==> src/shared/ext_op_pkg.sv <==
// Package: constants, opcodes and types of the extended-op decode/execute
package ext_op_pkg;

    // ==================================================================
    // Widths
    // ==================================================================
    localparam int PTR_W = 12; // Indirect-address pointer width
    localparam int PC_W = 21; // Program counter width
    localparam int DATA_W = 8; // Data memory word width
    localparam int LIT6_W = 6; // Pointer literal width
    localparam int OFS_W = 7; // Indexed offset width

    // ==================================================================
    // Opcode fields of the first and second words
    // ==================================================================
    localparam logic [7:0] OPC_ADD_PTR = 8'hE8; // Add literal to pointer
    localparam logic [7:0] OPC_SUB_PTR = 8'hE9; // Subtract from pointer
    localparam logic [7:0] OPC_PUSH_LIT = 8'hEA; // Literal push
    localparam logic [7:0] OPC_MOVE = 8'hEB; // Indexed move, first word
    localparam logic [15:0] OPC_CALL_W = 16'h0014; // Call via W
    localparam logic [3:0] OPC_MOVE_W2 = 4'hF; // Second word prefix

    // ==================================================================
    // Field positions
    // ==================================================================
    localparam int SEL_HI = 7; // Pointer select field
    localparam int SEL_LO = 6;
    localparam int MOVE_KIND_BIT = 7; // 0 absolute, 1 indexed dest
    localparam int ABS_HI = 11; // Absolute destination field
    localparam logic [1:0] SEL_FRAME_RET = 2'h3; // Frame op with return
    localparam logic [1:0] FRAME_PTR = 2'h2; // Stack-frame pointer index

    // ==================================================================
    // Reset values
    // ==================================================================
    localparam logic [PTR_W-1:0] PTR_RST = 12'h000;
    localparam logic [PC_W-1:0] PC_RST = 21'h000000;
    localparam logic [DATA_W-1:0] DATA_RST = 8'h00;

    // Decoded operation
    typedef enum logic [3:0] {
        OP_NONE,
        OP_ADD_LITERAL_TO_POINTER,
        OP_ADD_TO_FRAME_POINTER_AND_RETURN,
        OP_SUBTRACT_LITERAL_FROM_POINTER,
        OP_SUBTRACT_FROM_FRAME_POINTER_AND_RETURN,
        OP_CALL_VIA_WORKING_REGISTER,
        OP_INDEXED_TO_ABSOLUTE_MOVE,
        OP_INDEXED_TO_INDEXED_MOVE,
        OP_LITERAL_PUSH
    } ext_op_e;

    // Sequencer states
    typedef enum logic [1:0] {
        ST_FIRST,
        ST_FLUSH,
        ST_MOVE_SECOND
    } seq_state_e;

endpackage

==> src/shared/ext_dec_if.sv <==
// Interface: decoded fields passed from decoder to executer
`timescale 1ns/10ps
interface ext_dec_if;
    import ext_op_pkg::*;
    ext_op_e op; // Decoded operation of the first word
    logic [1:0] sel; // Pointer select
    logic [LIT6_W-1:0] lit6; // 6-bit literal
    logic [DATA_W-1:0] lit8; // 8-bit push literal
    logic [OFS_W-1:0] ofs; // Source offset of a move

    modport dec (output op, sel, lit6, lit8, ofs);
    modport exe (input op, sel, lit6, lit8, ofs);
endinterface

==> src/logic/ext_op_decoder.sv <==
// Combinational decoder of the first word of an extended instruction
`timescale 1ns/10ps
module ext_op_decoder (
    input wire logic [15:0] word,
    input wire logic enable,
    ext_dec_if.dec dec
);
    import ext_op_pkg::*;

    // ==================================================================
    // Field split and opcode match
    // ==================================================================
    // Fields are always presented; only op says whether they matter
    always_comb begin
        dec.sel = word[SEL_HI:SEL_LO];
        dec.lit6 = word[LIT6_W-1:0];
        dec.lit8 = word[DATA_W-1:0];
        dec.ofs = word[OFS_W-1:0];
        dec.op = OP_NONE;
        // Disabled: every word falls through to the standard decoder
        if (!enable) begin
            dec.op = OP_NONE;
        end else if (word[15:8] == OPC_ADD_PTR) begin
            if (word[SEL_HI:SEL_LO] == SEL_FRAME_RET) begin
                dec.op = OP_ADD_TO_FRAME_POINTER_AND_RETURN;
            end else begin
                dec.op = OP_ADD_LITERAL_TO_POINTER;
            end
        end else if (word[15:8] == OPC_SUB_PTR) begin
            if (word[SEL_HI:SEL_LO] == SEL_FRAME_RET) begin
                dec.op = OP_SUBTRACT_FROM_FRAME_POINTER_AND_RETURN;
            end else begin
                dec.op = OP_SUBTRACT_LITERAL_FROM_POINTER;
            end
        end else if (word[15:8] == OPC_PUSH_LIT) begin
            dec.op = OP_LITERAL_PUSH;
        end else if (word[15:8] == OPC_MOVE) begin
            if (word[MOVE_KIND_BIT]) begin
                dec.op = OP_INDEXED_TO_INDEXED_MOVE;
            end else begin
                dec.op = OP_INDEXED_TO_ABSOLUTE_MOVE;
            end
        end else if (word == OPC_CALL_W) begin
            dec.op = OP_CALL_VIA_WORKING_REGISTER;
        end
    end
endmodule

==> src/logic/extended_op_decode_execute.sv <==
// Decode/execute of the optional extended CPU instructions
// Overview of operation
// - Decode add literal to selected pointer, one cycle
// - Field selects pointer 0-2, literal 0..63
// - Add to frame pointer, return, two cycles
// - Decode subtract literal from pointer, one cycle
// - Subtract from frame pointer, return, two cycles
// - Call via working register, two cycles
// - Push literal at frame pointer, then decrement
// - Extensions off until configuration enable bit set
`timescale 1ns/10ps
module extended_op_decode_execute (
    input wire logic clk,
    input wire logic reset_n,
    input wire logic instr_valid,
    input wire logic [15:0] instr_word,
    input wire logic extension_enable_bit,
    input wire logic [ext_op_pkg::PTR_W-1:0] pointer_0,
    input wire logic [ext_op_pkg::PTR_W-1:0] pointer_1,
    input wire logic [ext_op_pkg::PTR_W-1:0] stack_frame_pointer,
    input wire logic [ext_op_pkg::DATA_W-1:0] working_register,
    input wire logic [4:0] pc_latch_upper,
    input wire logic [7:0] pc_latch_high,
    input wire logic [ext_op_pkg::PC_W-1:0] pc_next,
    input wire logic [ext_op_pkg::PC_W-1:0] return_stack_top,
    input wire logic [ext_op_pkg::DATA_W-1:0] mem_rdata,
    output logic ext_hit,
    output logic nop_cycle,
    output logic ptr_we,
    output logic [1:0] ptr_sel,
    output logic [ext_op_pkg::PTR_W-1:0] ptr_wdata,
    output logic pc_load,
    output logic [ext_op_pkg::PC_W-1:0] pc_wdata,
    output logic stack_push,
    output logic stack_pop,
    output logic [ext_op_pkg::PC_W-1:0] stack_push_data,
    output logic mem_re,
    output logic mem_we,
    output logic [ext_op_pkg::PTR_W-1:0] mem_addr,
    output logic [ext_op_pkg::DATA_W-1:0] mem_wdata
);
    import ext_op_pkg::*;

    // ==================================================================
    // Declarations
    // ==================================================================
    ext_dec_if dec_bus (); // Decoded first-word fields
    logic enable_q, enable_d; // Registered configuration enable
    seq_state_e state_q, state_d; // Sequencer state
    logic [PTR_W-1:0] move_base_q, move_base_d; // Frame pointer for word 2
    logic move_kind_q, move_kind_d; // Pending move has indexed destination
    logic ext_hit_q, ext_hit_d; // Word consumed by this block
    logic nop_q, nop_d; // Cycle executes as no-operation
    logic ptr_we_q, ptr_we_d; // Pointer write strobe
    logic [1:0] ptr_sel_q, ptr_sel_d; // Pointer written
    logic [PTR_W-1:0] ptr_wdata_q, ptr_wdata_d; // New pointer value
    logic pc_load_q, pc_load_d; // Program counter load strobe
    logic [PC_W-1:0] pc_wdata_q, pc_wdata_d; // New program counter
    logic push_q, push_d; // Return stack push
    logic pop_q, pop_d; // Return stack pop
    logic [PC_W-1:0] push_data_q, push_data_d; // Return address pushed
    logic mem_re_q, mem_re_d; // Data memory read strobe
    logic mem_we_q, mem_we_d; // Data memory write strobe
    logic [PTR_W-1:0] mem_addr_q, mem_addr_d; // Data memory address
    logic [DATA_W-1:0] mem_wdata_q, mem_wdata_d; // Data memory write data
    logic [PTR_W-1:0] sel_ptr; // Pointer picked by the select field
    logic [PTR_W-1:0] lit_ext; // Literal widened to pointer width

    // ==================================================================
    // Decoder
    // ==================================================================
    ext_op_decoder u_dec (
        .word(instr_word),
        .enable(enable_q),
        .dec(dec_bus.dec)
    );

    // Select the operand pointer; select 3 never reaches this path
    always_comb begin
        lit_ext = {{(PTR_W-LIT6_W){1'b0}}, dec_bus.lit6};
        if (dec_bus.sel == 2'h0) begin
            sel_ptr = pointer_0;
        end else if (dec_bus.sel == 2'h1) begin
            sel_ptr = pointer_1;
        end else begin
            sel_ptr = stack_frame_pointer;
        end
    end

    // ==================================================================
    // Next-state and output computation
    // ==================================================================
    // Status flags are never touched: the block has no flag outputs,
    // so every extended op leaves them as they were
    always_comb begin
        enable_d = extension_enable_bit;
        state_d = state_q;
        move_base_d = move_base_q;
        move_kind_d = move_kind_q;
        ext_hit_d = 1'b0;
        nop_d = 1'b0;
        ptr_we_d = 1'b0;
        ptr_sel_d = ptr_sel_q;
        ptr_wdata_d = ptr_wdata_q;
        pc_load_d = 1'b0;
        pc_wdata_d = pc_wdata_q;
        push_d = 1'b0;
        pop_d = 1'b0;
        push_data_d = push_data_q;
        mem_re_d = 1'b0;
        mem_we_d = 1'b0;
        mem_addr_d = mem_addr_q;
        mem_wdata_d = mem_wdata_q;
        case (state_q)
            // First word of any instruction
            ST_FIRST: begin
                if (instr_valid) begin
                    ext_hit_d = (dec_bus.op != OP_NONE); // Ours if decoded
                    case (dec_bus.op)
                        OP_ADD_LITERAL_TO_POINTER: begin
                            ptr_we_d = 1'b1;
                            ptr_sel_d = dec_bus.sel;
                            ptr_wdata_d = PTR_W'(sel_ptr + lit_ext);
                        end
                        OP_SUBTRACT_LITERAL_FROM_POINTER: begin
                            ptr_we_d = 1'b1;
                            ptr_sel_d = dec_bus.sel;
                            ptr_wdata_d = PTR_W'(sel_ptr - lit_ext);
                        end
                        OP_ADD_TO_FRAME_POINTER_AND_RETURN: begin
                            ptr_we_d = 1'b1;
                            ptr_sel_d = FRAME_PTR;
                            ptr_wdata_d = PTR_W'(stack_frame_pointer
                                + lit_ext);
                            pc_load_d = 1'b1;
                            pc_wdata_d = return_stack_top;
                            pop_d = 1'b1;
                            state_d = ST_FLUSH;
                        end
                        OP_SUBTRACT_FROM_FRAME_POINTER_AND_RETURN: begin
                            ptr_we_d = 1'b1;
                            ptr_sel_d = FRAME_PTR;
                            ptr_wdata_d = PTR_W'(stack_frame_pointer
                                - lit_ext);
                            pc_load_d = 1'b1;
                            pc_wdata_d = return_stack_top;
                            pop_d = 1'b1;
                            state_d = ST_FLUSH;
                        end
                        OP_CALL_VIA_WORKING_REGISTER: begin
                            // Return address pushed, PC from latches and W
                            push_d = 1'b1;
                            push_data_d = pc_next;
                            pc_load_d = 1'b1;
                            pc_wdata_d = {pc_latch_upper, pc_latch_high,
                                working_register};
                            state_d = ST_FLUSH;
                        end
                        OP_INDEXED_TO_ABSOLUTE_MOVE,
                        OP_INDEXED_TO_INDEXED_MOVE: begin
                            // Fetch the source now; the second word names
                            // the destination while the data returns
                            mem_re_d = 1'b1;
                            mem_addr_d = PTR_W'(stack_frame_pointer
                                + {5'h00, dec_bus.ofs});
                            move_base_d = stack_frame_pointer;
                            move_kind_d = (dec_bus.op
                                == OP_INDEXED_TO_INDEXED_MOVE);
                            state_d = ST_MOVE_SECOND;
                        end
                        OP_LITERAL_PUSH: begin
                            // Store and decrement share one cycle
                            mem_we_d = 1'b1;
                            mem_addr_d = stack_frame_pointer;
                            mem_wdata_d = dec_bus.lit8;
                            ptr_we_d = 1'b1;
                            ptr_sel_d = FRAME_PTR;
                            ptr_wdata_d = PTR_W'(stack_frame_pointer
                                - 12'h001);
                        end
                        default: begin
                            // Standard instruction: ext_hit stays low
                        end
                    endcase
                end
            end
            // Second cycle of return or call: the fetched word is dropped
            ST_FLUSH: begin
                if (instr_valid) begin
                    ext_hit_d = 1'b1;
                    nop_d = 1'b1;
                    state_d = ST_FIRST;
                end
            end
            // Second word of a move: write the source byte to destination
            ST_MOVE_SECOND: begin
                if (instr_valid) begin
                    ext_hit_d = 1'b1;
                    state_d = ST_FIRST;
                    // A bad prefix executes as a plain no-operation
                    if (instr_word[15:12] == OPC_MOVE_W2) begin
                        mem_we_d = 1'b1;
                        mem_wdata_d = mem_rdata;
                        if (move_kind_q) begin
                            mem_addr_d = PTR_W'(move_base_q
                                + {5'h00, instr_word[OFS_W-1:0]});
                        end else begin
                            mem_addr_d = instr_word[ABS_HI:0];
                        end
                    end else begin
                        nop_d = 1'b1;
                    end
                end
            end
            default: begin
                state_d = ST_FIRST;
            end
        endcase
    end

    // ==================================================================
    // State registers
    // ==================================================================
    // Enable is cleared by reset, so extensions start inactive
    always_ff @(posedge clk) begin
        if (!reset_n) begin
            enable_q <= 1'b0;
            state_q <= ST_FIRST;
            move_base_q <= PTR_RST;
            move_kind_q <= 1'b0;
            ext_hit_q <= 1'b0;
            nop_q <= 1'b0;
            ptr_we_q <= 1'b0;
            ptr_sel_q <= 2'h0;
            ptr_wdata_q <= PTR_RST;
            pc_load_q <= 1'b0;
            pc_wdata_q <= PC_RST;
            push_q <= 1'b0;
            pop_q <= 1'b0;
            push_data_q <= PC_RST;
            mem_re_q <= 1'b0;
            mem_we_q <= 1'b0;
            mem_addr_q <= PTR_RST;
            mem_wdata_q <= DATA_RST;
        end else begin
            enable_q <= enable_d;
            state_q <= state_d;
            move_base_q <= move_base_d;
            move_kind_q <= move_kind_d;
            ext_hit_q <= ext_hit_d;
            nop_q <= nop_d;
            ptr_we_q <= ptr_we_d;
            ptr_sel_q <= ptr_sel_d;
            ptr_wdata_q <= ptr_wdata_d;
            pc_load_q <= pc_load_d;
            pc_wdata_q <= pc_wdata_d;
            push_q <= push_d;
            pop_q <= pop_d;
            push_data_q <= push_data_d;
            mem_re_q <= mem_re_d;
            mem_we_q <= mem_we_d;
            mem_addr_q <= mem_addr_d;
            mem_wdata_q <= mem_wdata_d;
        end
    end

    // ==================================================================
    // Outputs, straight from flip-flops
    // ==================================================================
    assign ext_hit = ext_hit_q;
    assign nop_cycle = nop_q;
    assign ptr_we = ptr_we_q;
    assign ptr_sel = ptr_sel_q;
    assign ptr_wdata = ptr_wdata_q;
    assign pc_load = pc_load_q;
    assign pc_wdata = pc_wdata_q;
    assign stack_push = push_q;
    assign stack_pop = pop_q;
    assign stack_push_data = push_data_q;
    assign mem_re = mem_re_q;
    assign mem_we = mem_we_q;
    assign mem_addr = mem_addr_q;
    assign mem_wdata = mem_wdata_q;
endmodule

==> config.mk <==
export PLATFORM = sky130hd
export DESIGN_NAME = extended_op_decode_execute
export DESIGN_NICKNAME = d
export VERILOG_FILES = /design/src/shared/ext_op_pkg.sv /design/src/shared/ext_dec_if.sv /design/src/logic/ext_op_decoder.sv /design/src/logic/extended_op_decode_execute.sv
export SDC_FILE = /design/constraint.sdc
export NUM_CORES = 1
export LEC_CHECK = 0
export ABC_CLOCK_PERIOD_IN_PS = 5100
export BUFFER_PORTS_ARGS = -buffer_cell sky130_fd_sc_hd__buf_2
export CORE_AREA = 2 2 161 147
export DETAILED_ROUTE_END_ITERATION = 16
export DIE_AREA = 0 0 163 149
export PLACE_DENSITY = 0.51
export SYNTH_ARGS = -nofsm -noshare
export SYNTH_HDL_FRONTEND = slang
export SYNTH_SLANG_ARGS = --single-unit
==> constraint.sdc <==
create_clock -name clk -period 5.1 [get_ports clk]
set_clock_uncertainty 0.1 [all_clocks]
set_input_delay 1.53 -clock clk [delete_from_list [all_inputs] [get_ports clk]]
set_output_delay 1.53 -clock clk [all_outputs]
set_load 0.05 [all_outputs]
### After elaboration in Yosys (flattened, before gate mapping)

Index checks and enable logic that the tools add are counted.

| word-level totals | value |
|---|---|
| input bits | 127 |
| output and inout bits | 84 |
| flip-flop bits (word level) | 100 |
| word-level logic and storage cells | 118 |

| operators by class | value |
|---|---|
| muxes and demuxes | 45 |
| reduce and logical (&&, ||, !) cells | 23 |
| eq/ne operators | 25 |
| add/sub/neg operators | 7 |

Operators by type and width:

| cell | count |
|---|---|
| 12-bit two-way mux | 6 |
| 12-bit case mux with 5 select lines | 1 |
| 12-bit case mux with 2 select lines | 2 |
| 21-bit case mux with 2 select lines | 1 |
| 8-bit equality test (second input constant) | 4 |
| 8-bit two-way mux | 4 |
| 12-bit by 6-bit adder with 12-bit output | 2 |
| 12-bit by 7-bit adder with 12-bit output | 2 |
| 12-bit by 6-bit subtractor with 12-bit output | 2 |
| 3-bit AND reduction | 7 |
| 4-bit two-way mux | 5 |
| 16-bit by 5-bit equality test with 1-bit output (second input constant) | 1 |
| 4-bit by 3-bit equality test with 1-bit output (second input constant) | 4 |
| 8-bit case mux with 2 select lines | 1 |
| 1-bit two-way mux | 14 |
| 2-bit case mux with 2 select lines | 3 |
| 12-bit by 1-bit subtractor with 12-bit output (second input constant) | 1 |
| 5-bit AND reduction | 2 |
| 4-bit by 2-bit equality test with 1-bit output (second input constant) | 2 |
| 4-bit equality test (second input constant) | 2 |
| 2-bit OR reduction | 4 |
| 2-bit two-way mux | 3 |
| 3-bit two-way mux | 2 |
| 2-bit inequality test (second input constant) | 3 |
| other kinds (13) | 22 |

### Logic depth before layout (Yosys ltp)

Gate-level depths: netlist (run 1).

| depth | value |
|---|---|
| word-level depth | 12 |
| depth in mapped cells | 17 |
| mapped depth without buffers | 16 |

### By module

A second synthesis (run 1) with hierarchy kept.

| unflattened totals | value |
|---|---|
| cell total of the unflattened synthesis | 892 |
| area total of the unflattened synthesis | 7019.2 µm² |

By module, submodules not included:

| module | instances | area an instance (µm²) | sequential area each (µm²) | cells each |
|---|---|---|---|---|
| extended_op_decode_execute | 1 | 6687.7 | 2001.9 | 851 |
| ext_op_decoder | 1 | 331.6 | 0.0 | 41 |

### Worst setup path after synthesis (run 1)

OpenSTA, ideal clock, no wires.

| path | value |
|---|---|
| kind | input to register |
| start point | in instr_word[1] |
| end point | reg ptr_wdata_q[11], in the netlist ptr_wdata[11] |
| arrival time | 4.900 ns |
| slack | 0.021 ns |
| library setup time | 0.079 ns |
| path buffers | 0 |
| cell stages on the path | 15 |
| required time | 4.921 ns |
| cells stage by stage | inv_1 ha_1 and4bb_2 nand4_1 a221o_1 o21ai_0 inv_1 ha_1 nor2b_1 o31ai_1 a221oi_1 o41ai_1 o21ai_0 xnor2_1 a211oi_2 |

| on the way | value |
|---|---|
| word-level cells in the longest chain between the ends | 10 |
| elaborated cells on any way between the ends | 19 |
| classes of those cells | 4 x add/sub; 6 x eq/ne; 7 x mux; 2 x reduce/logical |

RTL lines:

| element | RTL line | text |
|---|---|---|
| start, declared | extended_op_decode_execute.sv:16 | `input wire logic [15:0] instr_word,` |
| 16-bit by 5-bit equality test with 1-bit output | ext_op_decoder.sv:43 | `end else if (word == OPC_CALL_W) begin` |
| 3-bit two-way mux | ext_op_decoder.sv:43 |  |
| 4-bit two-way mux | ext_op_decoder.sv:37 | `end else if (word[15:8] == OPC_MOVE) begin` |
| 4-bit two-way mux | ext_op_decoder.sv:35 | `end else if (word[15:8] == OPC_PUSH_LIT) begin` |
| 4-bit two-way mux | ext_op_decoder.sv:29 | `end else if (word[15:8] == OPC_SUB_PTR) begin` |
| 4-bit two-way mux | ext_op_decoder.sv:23 | `end else if (word[15:8] == OPC_ADD_PTR) begin` |
| 4-bit two-way mux | ext_op_decoder.sv:21 | `if (!enable) begin` |
| 4-bit equality test (tied with other cells) | extended_op_decode_execute.sv:119 | `case (dec_bus.op)` |
| 5-bit nonzero test (no line) | n/a |  |
| 3-bit AND reduction (no line) | n/a |  |
| end signal, assigned | extended_op_decode_execute.sv:254 | `ptr_wdata_q <= ptr_wdata_d;` |
| end, declared | extended_op_decode_execute.sv:56 | `logic [PTR_W-1:0] ptr_wdata_q, ptr_wdata_d;` |

Parallel ways exist; a longest one is shown, timed or not.
A chain may end at the register's enable or synchronous reset.

### Final worst setup path (run 1)

| path | value |
|---|---|
| start point | in instr_word[12] |
| end point | reg ptr_wdata_q[10], in the netlist ptr_wdata[10] |

| on the way | value |
|---|---|
| word-level cells in the longest chain between the ends | 10 |
| elaborated cells on any way between the ends | 19 |
| classes of those cells | 10 x eq/ne; 7 x mux; 2 x reduce/logical |

RTL lines:

| element | RTL line |
|---|---|
| 16-bit by 5-bit equality test with 1-bit output | ext_op_decoder.sv:43 |
| 3-bit two-way mux | ext_op_decoder.sv:43 |
| 4-bit two-way mux | ext_op_decoder.sv:37 |
| 4-bit two-way mux | ext_op_decoder.sv:35 |
| 4-bit two-way mux | ext_op_decoder.sv:29 |
| 4-bit two-way mux * | ext_op_decoder.sv:23 |
| 4-bit two-way mux * | ext_op_decoder.sv:21 |
| 4-bit equality test (tied with other cells) | extended_op_decode_execute.sv:119 |
| 5-bit nonzero test (no line) | n/a |
| 3-bit AND reduction (no line) | n/a |

Mark *: on every way between the ends. The rest lies on a longest branch, timed or not.

==> reports/results.ini, run 1 <==
[outcome]
status = completed

[critical_path]
rr_startpoint = enable_q$_SDFF_PN0_
reg2reg_slack_ns = 1.52
critical_path_arrival_ns = 4.82
r2r.worst_path.cells = 12
crit_path_start_kind = input port
setup.worst_path.class = input port to register
timing.rr.end = ptr_wdata[11]$_SDFFE_PN0P_
timing.critical_path.cells = buf_2 > nor3b_2 > nand2_1 > nor2_1 > nand3_1 > nor2_1 > a21oi_1 > fa_1 > a21o_1 > a211o_1 > a2111oi_0 > o31ai_1 > xnor2_1 > and3_1 > a211oi_1
timing.critical_path.slowest_stage_cell = a2111oi_0
critical_path.max_fanout = 5
slowest_delay_ns = 0.55
cp-startpoint = instr_word[12]
timing.critical_path.to_type = register
critPathMostFrequentCell = nor2_1
critical_path_required_ns = 5.28

[clock_tree]
number_of_clock_sinks = 100
tritoncts_clock_tree = built
cts_root_buf = clkbuf_16
tritoncts.num_buffers = 9
ctsResizeCount = 0
clk_transition_reported_paths_ns = 0.08
clk_path_buf_depth = 2
worst_skew_pair.late_latency_ns = 0.35
post_cts_hold_buffer_count = 0
htree_num_levels = 3
cts_setup_buffers = 0

[placement]
port_buffers = 210
gp_routability_congestion = 0.836
worst_case_setup_slack_after_placement_ns = 0.119
dp_hpwl_microns = 17600

[grt]
first_global_vias = 6166
grt_first_pass_wirelength_microns = 33700
grt_antenna_before_repair = 0
grtUsageTotal = 0.180
grt_max_degree = 52
grt.overflow.total = 0

[die]
core_sq_um = 22900
start_util = 0.291
io_pins = 211
core.rowCount = 53
dieWidth_microns = 163
height_of_the_die_microns = 149
floorplan_die_area_sq_um = 24300

[sta]
worst_slew_margin_rel = 0.325
fin_tns_setup_ns = 0
final.min_clock_period_ns = 4.64
timing.final.setup_violations = 0
tightest_slew_ns = 1.01
final.period_utilization = 0.910
post-route-worst-setup-slack_ns = 0.459
finalHoldWorstSlack_ns = 0.349
fmaxAchievable_mhz = 215
hold_viol = 0
grt_setup_unrepaired = no
final_report_max_slew_violation_count = 0

[drt]
drc_errors = 0
drt-wirelength-per-cell_microns = 16.9
ant_nets = 0
detail_route.vias_per_cell = 4.98
vias = 6700
drt-total-wl_microns = 22700
initialDrtViolationCount = 371
drt_first_pass_iters = 5

[synthesis]
synth_edf_count = 0
postSynthCellCount = 835
syn-num-nets = 1007
synth-seq-area-share = 0.301
total_of_flip_flops_plus_latches_after_synthesis = 100
yosysUniqueCellTypes = 65
dominant_register_cell_in_the_synthesized_netlist = dfxtp_1
async_reset_ff_frac = 0
yosysWarnings = 0
netlist_area_before_placement_sq_um = 6660
synthesis.area_per_instance_sq_um = 7.97

[finish]
drive_gt1_frac = 0.272
final_common_cell = buf_2
antenna_cells = 0
area_growth_syn_to_layout_pct = 26.0
layout.cells.most_common_list = buf_2, dfxtp_1, nand2_1
final_net_count = 1210
post-route-util = 0.367

[power_and_ir_drop]
power.density_cell_area_nw_per_um2 = 215
vdd.ir_drop.worst_mv = 0.119
total_leakage_power_nw = 3.73
totalPowerFinal_mw = 1.81

[job]
maxCapViolations = 0

[worst_hold_path]
min_delay_path_depth = 2
worst_hold_path_type = register to register
hold_path_end = stack_push_data[7]$_SDFFE_PN0P_
hp-start = stack_push_data[7]$_SDFFE_PN0P_

-- layer usage --
layer / global-route usage / vias to the layer above / wire length [microns]
li1: - / 3396 / -
met1: 0.233 / 3080 / 10400
met2: 0.315 / 214 / 10600
met3: 0.0334 / 10 / 1480
met4: 0.0327 / 0 / 170
met5: 0 / - / 0
-- how the worst max path moves through the flow --
stage | end | slack, ns | cells past startpoint
after detailed placement | ptr_wdata[10]$_SDFFE_PN0P_ | 0.12 | 15
final | ptr_wdata[10]$_SDFFE_PN0P_ | 0.46 | 15
after floorplan | ptr_wdata[11]$_SDFFE_PN0P_ | 0.02 | 15
after global routing | ptr_wdata[10]$_SDFFE_PN0P_ | 0.11 | 15
after global placement | ptr_wdata[11]$_SDFFE_PN0P_ | 0.17 | 13
after CTS | ptr_wdata[10]$_SDFFE_PN0P_ | 0.51 | 15
-- critical path: cells and delay by family --
kind	cells	cell delay (ns)
AOI/OAI and AO/OA	6	1.50
and+or+nand+nor	6	1.07
adders and majority gates	1	0.44
xor gates and xnor gates	1	0.15
buffers and inverters	1	0.13
-- through the flow --
step | cell area, sq um | cells
floorplan | 6660 | 835
global placement | 8110 | 1329
detailed placement | 8110 | 1329
CTS | 8390 | 1345
global route | 8390 | 1345
finish | 8390 | 1345
-- where the power goes --
part | internal (mW) | leakage [nW] | total [mW] | switching, mW
Clock | 0.337 | 0.127 | 0.680 | 0.344
Combinational | 0.150 | 2.79 | 0.344 | 0.194
Sequential | 0.781 | 0.805 | 0.782 | 0.000937
-- final cells by class --
class,count,area [sq um]
clock buffer,10,229
clock inverter,6,47.5
fill,2477,14500
inverter,23,87.6
multi-input combinational,660,4340
sequential,100,2000
tap,302,378
timing repair buffer,244,1310
-- cell families after synthesis --
| group | count (synthesis) | share of synthesized area |
|---|---|---|
| AND/OR/NAND/NOR | 291 | 0.203 |
| AO/OA/AOI/OAI | 233 | 0.227 |
| flip-flops | 100 | 0.301 |
| buffers and inverters | 75 | 0.0489 |
| multiplexers | 58 | 0.0874 |
| adder cells (fa/ha/maj) | 45 | 0.0891 |
| XOR/XNOR | 33 | 0.0434 |
-- cell usage after synthesis (3+ instances only) --
master    number  share of area
mux2i_1       57          0.086
a31oi_1        7         0.0066
o31ai_1        3         0.0034
nand2_1       98          0.055
nand4_1        6         0.0056
a211oi_2       4         0.0075
a21oi_1       67          0.050
and2_1         6         0.0056
a211o_1        3         0.0039
buf_4          6         0.0068
o41ai_1        3         0.0039
o21ai_0       52          0.039
and3_1         5         0.0047
buf_2         10         0.0075
nand3_1       18          0.014
a211oi_1      47          0.053
ha_1          41          0.077
a21o_1         8         0.0090
a311oi_1       3         0.0039
o21ai_1        3         0.0023
nor2_1        93          0.052
o21a_1         9          0.010
or3_1          6         0.0056
nor3_1        18          0.014
buf_1          4         0.0023
nor2b_1       13          0.012
nor4_1         5         0.0047
dfxtp_1      100           0.30
inv_1         22          0.012
nor4b_1        4         0.0053
nand2b_1       4         0.0038
o211ai_1       4         0.0045
a22oi_1        4         0.0045
xor2_1        16          0.021
clkbuf_1      31          0.017
fa_1           4          0.012
xnor2_1       17          0.022
-- sequential cells by signal, summed over array words and instances (netlist names) --
signal	count
pc_load	1
ptr_we	1
move_base_q	12
move_kind_q	1
ext_hit	1
mem_re	1
stack_push_data	21
ptr_sel	2
ptr_wdata	12
enable_q	1
mem_we	1
mem_wdata	8
state_q	2
pc_wdata	21
stack_pop	1
nop_cycle	1
stack_push	1
mem_addr	12
Note: power is estimated with default switching activity, not from simulation.
==> run 2, diff against run 1 <==
Settings changed: CORE_AREA 2 2 161 147 to 2 2 165 151, DIE_AREA 0 0 163 149 to 0 0 167 153, PLACE_DENSITY 0.51 to 0.5, SYNTH_HIERARCHICAL set to 1.
==> reports/results.ini, run 2 <==
[synthesis]
synth.top_cells.by_area = dfxtp_1, ha_1, mux2i_1, nand2_1, a21oi_1  ; was dfxtp_1, mux2i_1, ha_1, nand2_1, a211oi_1
synth_fa_ha_area_frac = 0.0863  ; was 0.0891
synth-seq-area-share = 0.285  ; was 0.301
async_reset_ff_frac = 0  ; unchanged
yosysTopAreaCellShare = 0.285  ; was 0.301
total_of_flip_flops_plus_latches_after_synthesis = 100  ; unchanged
ys_top_cells_by_count = nand2_1, dfxtp_1, nor2_1  ; was dfxtp_1, nand2_1, nor2_1
synth_edf_count = 0  ; unchanged
yosysWarnings = 6  ; was 0
synth_mux_area_frac = 0.0742  ; was 0.0874
yosysUniqueCellTypes = 71  ; was 65
postSynthCellCount = 892  ; was 835
combinational_family_with_the_most_area_after_synthesis = compound AO/OA/AOI/OAI gates  ; unchanged
syn-num-nets = 1065  ; was 1007
area_leader_netlist = dfxtp_1  ; unchanged
synth_simple_gate_area_frac = 0.220  ; was 0.203
synthXorXnorAreaFrac = 0.0462  ; was 0.0434
synth_compound_area_frac = 0.224  ; was 0.227
netlist_area_before_placement_sq_um = 7020  ; was 6660 sq um
dominant_register_cell_in_the_synthesized_netlist = dfxtp_1  ; unchanged
post-synth-top-count-cell = nand2_1  ; was dfxtp_1
synthesis.area_per_instance_sq_um = 7.87  ; was 7.97 sq um

[grt]
grtUsageTotal = 0.185  ; was 0.180
first_global_vias = 6549  ; was 6166
grt_max_degree = 43  ; was 52
grt.overflow.total = 0  ; unchanged
grt_antenna_before_repair = 0  ; unchanged
grt_first_pass_wirelength_microns = 37500  ; was 33700 microns

[finish]
fillerInstances = 2544  ; was 2477
instances_no_fill = 1407  ; was 1345
drive_gt1_frac = 0.279  ; was 0.272
final_net_count = 1267  ; was 1210
antenna_cells = 0  ; unchanged
post-route-util = 0.370  ; was 0.367
final_common_cell = buf_2  ; unchanged
layout.cells.most_common_list = buf_2, nand2_1, dfxtp_1  ; was buf_2, dfxtp_1, nand2_1
area_growth_syn_to_layout_pct = 25.7  ; was 26.0%

[sta]
fmaxAchievable_mhz = 207  ; was 215 MHz
worst_slew_margin_rel = 0.416  ; was 0.325
final.min_clock_period_ns = 4.82  ; was 4.64 ns
tightest_slew_ns = 0.875  ; was 1.01 ns
grt_setup_unrepaired = no  ; unchanged
timing.final.setup_violations = 0  ; unchanged
final_report_max_slew_violation_count = 0  ; unchanged
finalHoldWorstSlack_ns = 0.351  ; was 0.349 ns
hold_viol = 0  ; unchanged
final.period_utilization = 0.946  ; was 0.910
post-route-worst-setup-slack_ns = 0.276  ; was 0.459 ns

[clock_tree]
htree_num_levels = 3  ; unchanged
number_of_clock_sinks = 100  ; unchanged
cts_setup_buffers = 0  ; unchanged
clk_transition_reported_paths_ns = 0.07  ; was 0.08 ns
ctsResizeCount = 0  ; unchanged
post_cts_hold_buffer_count = 0  ; unchanged
clk_path_buf_depth = 2  ; unchanged
tritoncts.num_buffers = 9  ; unchanged
tritoncts_clock_tree = built  ; unchanged
cts_root_buf = clkbuf_16  ; unchanged
worst_skew_pair.late_latency_ns = 0.35  ; about the same

[drt]
vias = 6956  ; was 6700
initialDrtViolationCount = 422  ; was 371
ant_nets = 0  ; unchanged
detail_route.vias_per_cell = 4.94  ; was 4.98
drt-wirelength-per-cell_microns = 16.9  ; about the same
drt_first_pass_iters = 5  ; unchanged
drt-total-wl_microns = 23800  ; was 22700 microns
drc_errors = 0  ; unchanged

[worst_hold_path]
hold_path_end = mem_addr[3]$_SDFFE_PN0P_  ; was stack_push_data[7]$_SDFFE_PN0P_
hp-start = mem_addr[3]$_SDFFE_PN0P_  ; was stack_push_data[7]$_SDFFE_PN0P_
min_delay_path_depth = 2  ; unchanged
worst_hold_path_type = register to register  ; unchanged

[critical_path]
timing.critical_path.to_type = register  ; unchanged
setup.worst_path.class = input port to register  ; unchanged
critical_path_arrival_ns = 4.94  ; was 4.82 ns
timing.rr.end = ptr_wdata[10]$_SDFFE_PN0P_  ; was ptr_wdata[11]$_SDFFE_PN0P_
crit_path_start_kind = input port  ; unchanged
critical_path_required_ns = 5.22  ; was 5.28 ns
critical_path.max_fanout = 6  ; was 5
timing.critical_path.cells = buf_2 > nor4_1 > and4_1 > o211a_1 > nor2_1 > and3_1 > nor2_1 > xnor2_1 > ha_1 > o21ai_0 > a21oi_1 > or2_2 > a221oi_1 > xnor2_1 > a211oi_1 > a21oi_1  ; was buf_2 > nor3b_2 > nand2_1 > nor2_1 > nand3_1 > nor2_1 > a21oi_1 > fa_1 > a21o_1 > a211o_1 > a2111oi_0 > o31ai_1 > xnor2_1 > and3_1 > a211oi_1
rr_startpoint = enable_q$_SDFF_PN0_  ; unchanged
slowest_delay_ns = 0.40  ; was 0.55 ns
timing.critical_path.slowest_stage_cell = nor4_1  ; was a2111oi_0
r2r.worst_path.cells = 15  ; was 12
reg2reg_slack_ns = 1.81  ; was 1.52 ns

[power_and_ir_drop]
total_leakage_power_nw = 3.91  ; was 3.73 nW
totalPowerFinal_mw = 1.94  ; was 1.81 mW
power.density_cell_area_nw_per_um2 = 220  ; was 215 nW/um^2
vdd.ir_drop.worst_mv = 0.134  ; was 0.119 mV

[placement]
numPlacedInstances = 1391  ; was 1329
gp_routability_congestion = 0.850  ; was 0.836
dp_hpwl_microns = 18500  ; was 17600 microns
port_buffers = 210  ; unchanged
worst_case_setup_slack_after_placement_ns = -0.00578  ; was 0.119 ns

[die]
floorplan_die_area_sq_um = 25600  ; was 24300 sq um
core.rowCount = 54  ; was 53
start_util = 0.294  ; was 0.291
dieWidth_microns = 167  ; was 163 microns
core_sq_um = 23900  ; was 22900 sq um
io_pins = 211  ; unchanged
height_of_the_die_microns = 153  ; was 149 microns

[job]
maxCapViolations = 0  ; unchanged

[outcome]
status = completed  ; unchanged

[run 2: cell types whose count changed after synthesis, sizes merged, moves of 7 or more]
cell	before	now
a211oi	51	43
a21oi	67	74
buf	21	40
inv	22	15
nand2	99	133
o21ai	57	47
xnor2	17	26
[run 2: power breakdown]
part | switching, mW | internal (mW) | total [mW]
clock | 0.315 | 0.459 | 0.774
combinational | 0.218 | 0.170 | 0.388
sequential | 0.000989 | 0.782 | 0.783
total | 0.534 | 1.41 | 1.94
[run 2: per-stage QoR]
| stage | setup TNS [ns] | instance area [sq um] |
|---|---|---|
| after global placement | 0 | 8490 |
| after CTS | 0 | 8820 |
| after floorplan | 0 | 7020 |
| final | 0 | 8820 |
| after detailed placement | -0.00578 | 8490 |
| after global routing | 0 | 8820 |
[run 2: critical path: cells and delay by family]
family | cells | cell delay [ns]
AOI/OAI and AO/OA | 6 | 1.25
xor gates and xnor gates | 2 | 0.25
buffers and inverters | 1 | 0.11
adders and majority gates | 1 | 0.28
and+or+nand+nor | 6 | 1.52
[run 2: how the worst max path moves through the flow]
stage / start / end / slack, ns / depth (start not counted)
5_1_grt: instr_word[3] / ptr_wdata[8]$_SDFFE_PN0P_ / 0.04 / 17
6_report: instr_word[13] / ptr_wdata[8]$_SDFFE_PN0P_ / 0.28 / 16
2_1_floorplan: instr_word[4] / ptr_wdata[9]$_SDFFE_PN0P_ / 0.30 / 16
3_3_place_gp: instr_word[13] / ptr_wdata[8]$_SDFFE_PN0P_ / 0.03 / 16
3_5_place_dp: instr_word[13] / ptr_wdata[8]$_SDFFE_PN0P_ / -0.006 / 16
4_1_cts: instr_word[13] / ptr_wdata[8]$_SDFFE_PN0P_ / 0.37 / 16
[run 2: cell families after synthesis]
family                   Yosys count
buffers and inverters             89
multiplexers                      52
XOR/XNOR                          37
AO/OA/AOI/OAI                    241
adder cells (fa/ha/maj)           46
AND/OR/NAND/NOR                  327
flip-flops                       100
[run 2: metal layers]
layer | GRT usage | wire length [microns] | vias to the layer above
li1 | - | - | 3578
met1 | 0.260 | 11500 | 3178
met2 | 0.298 | 10900 | 184
met3 | 0.0290 | 1160 | 16
met4 | 0.0443 | 262 | 0
met5 | 0 | 0 | -
[run 2: cell type report]
type,instances,area (sq um),share of cell area
sequential,100,2000,0.227
multi-input combinational,703,4570,0.518
tap,308,385,0.0437
inverter,15,56.3,0.00638
clock inverter,5,82.6,0.00936
clock buffer,11,253,0.0286
timing repair buffer,265,1480,0.167
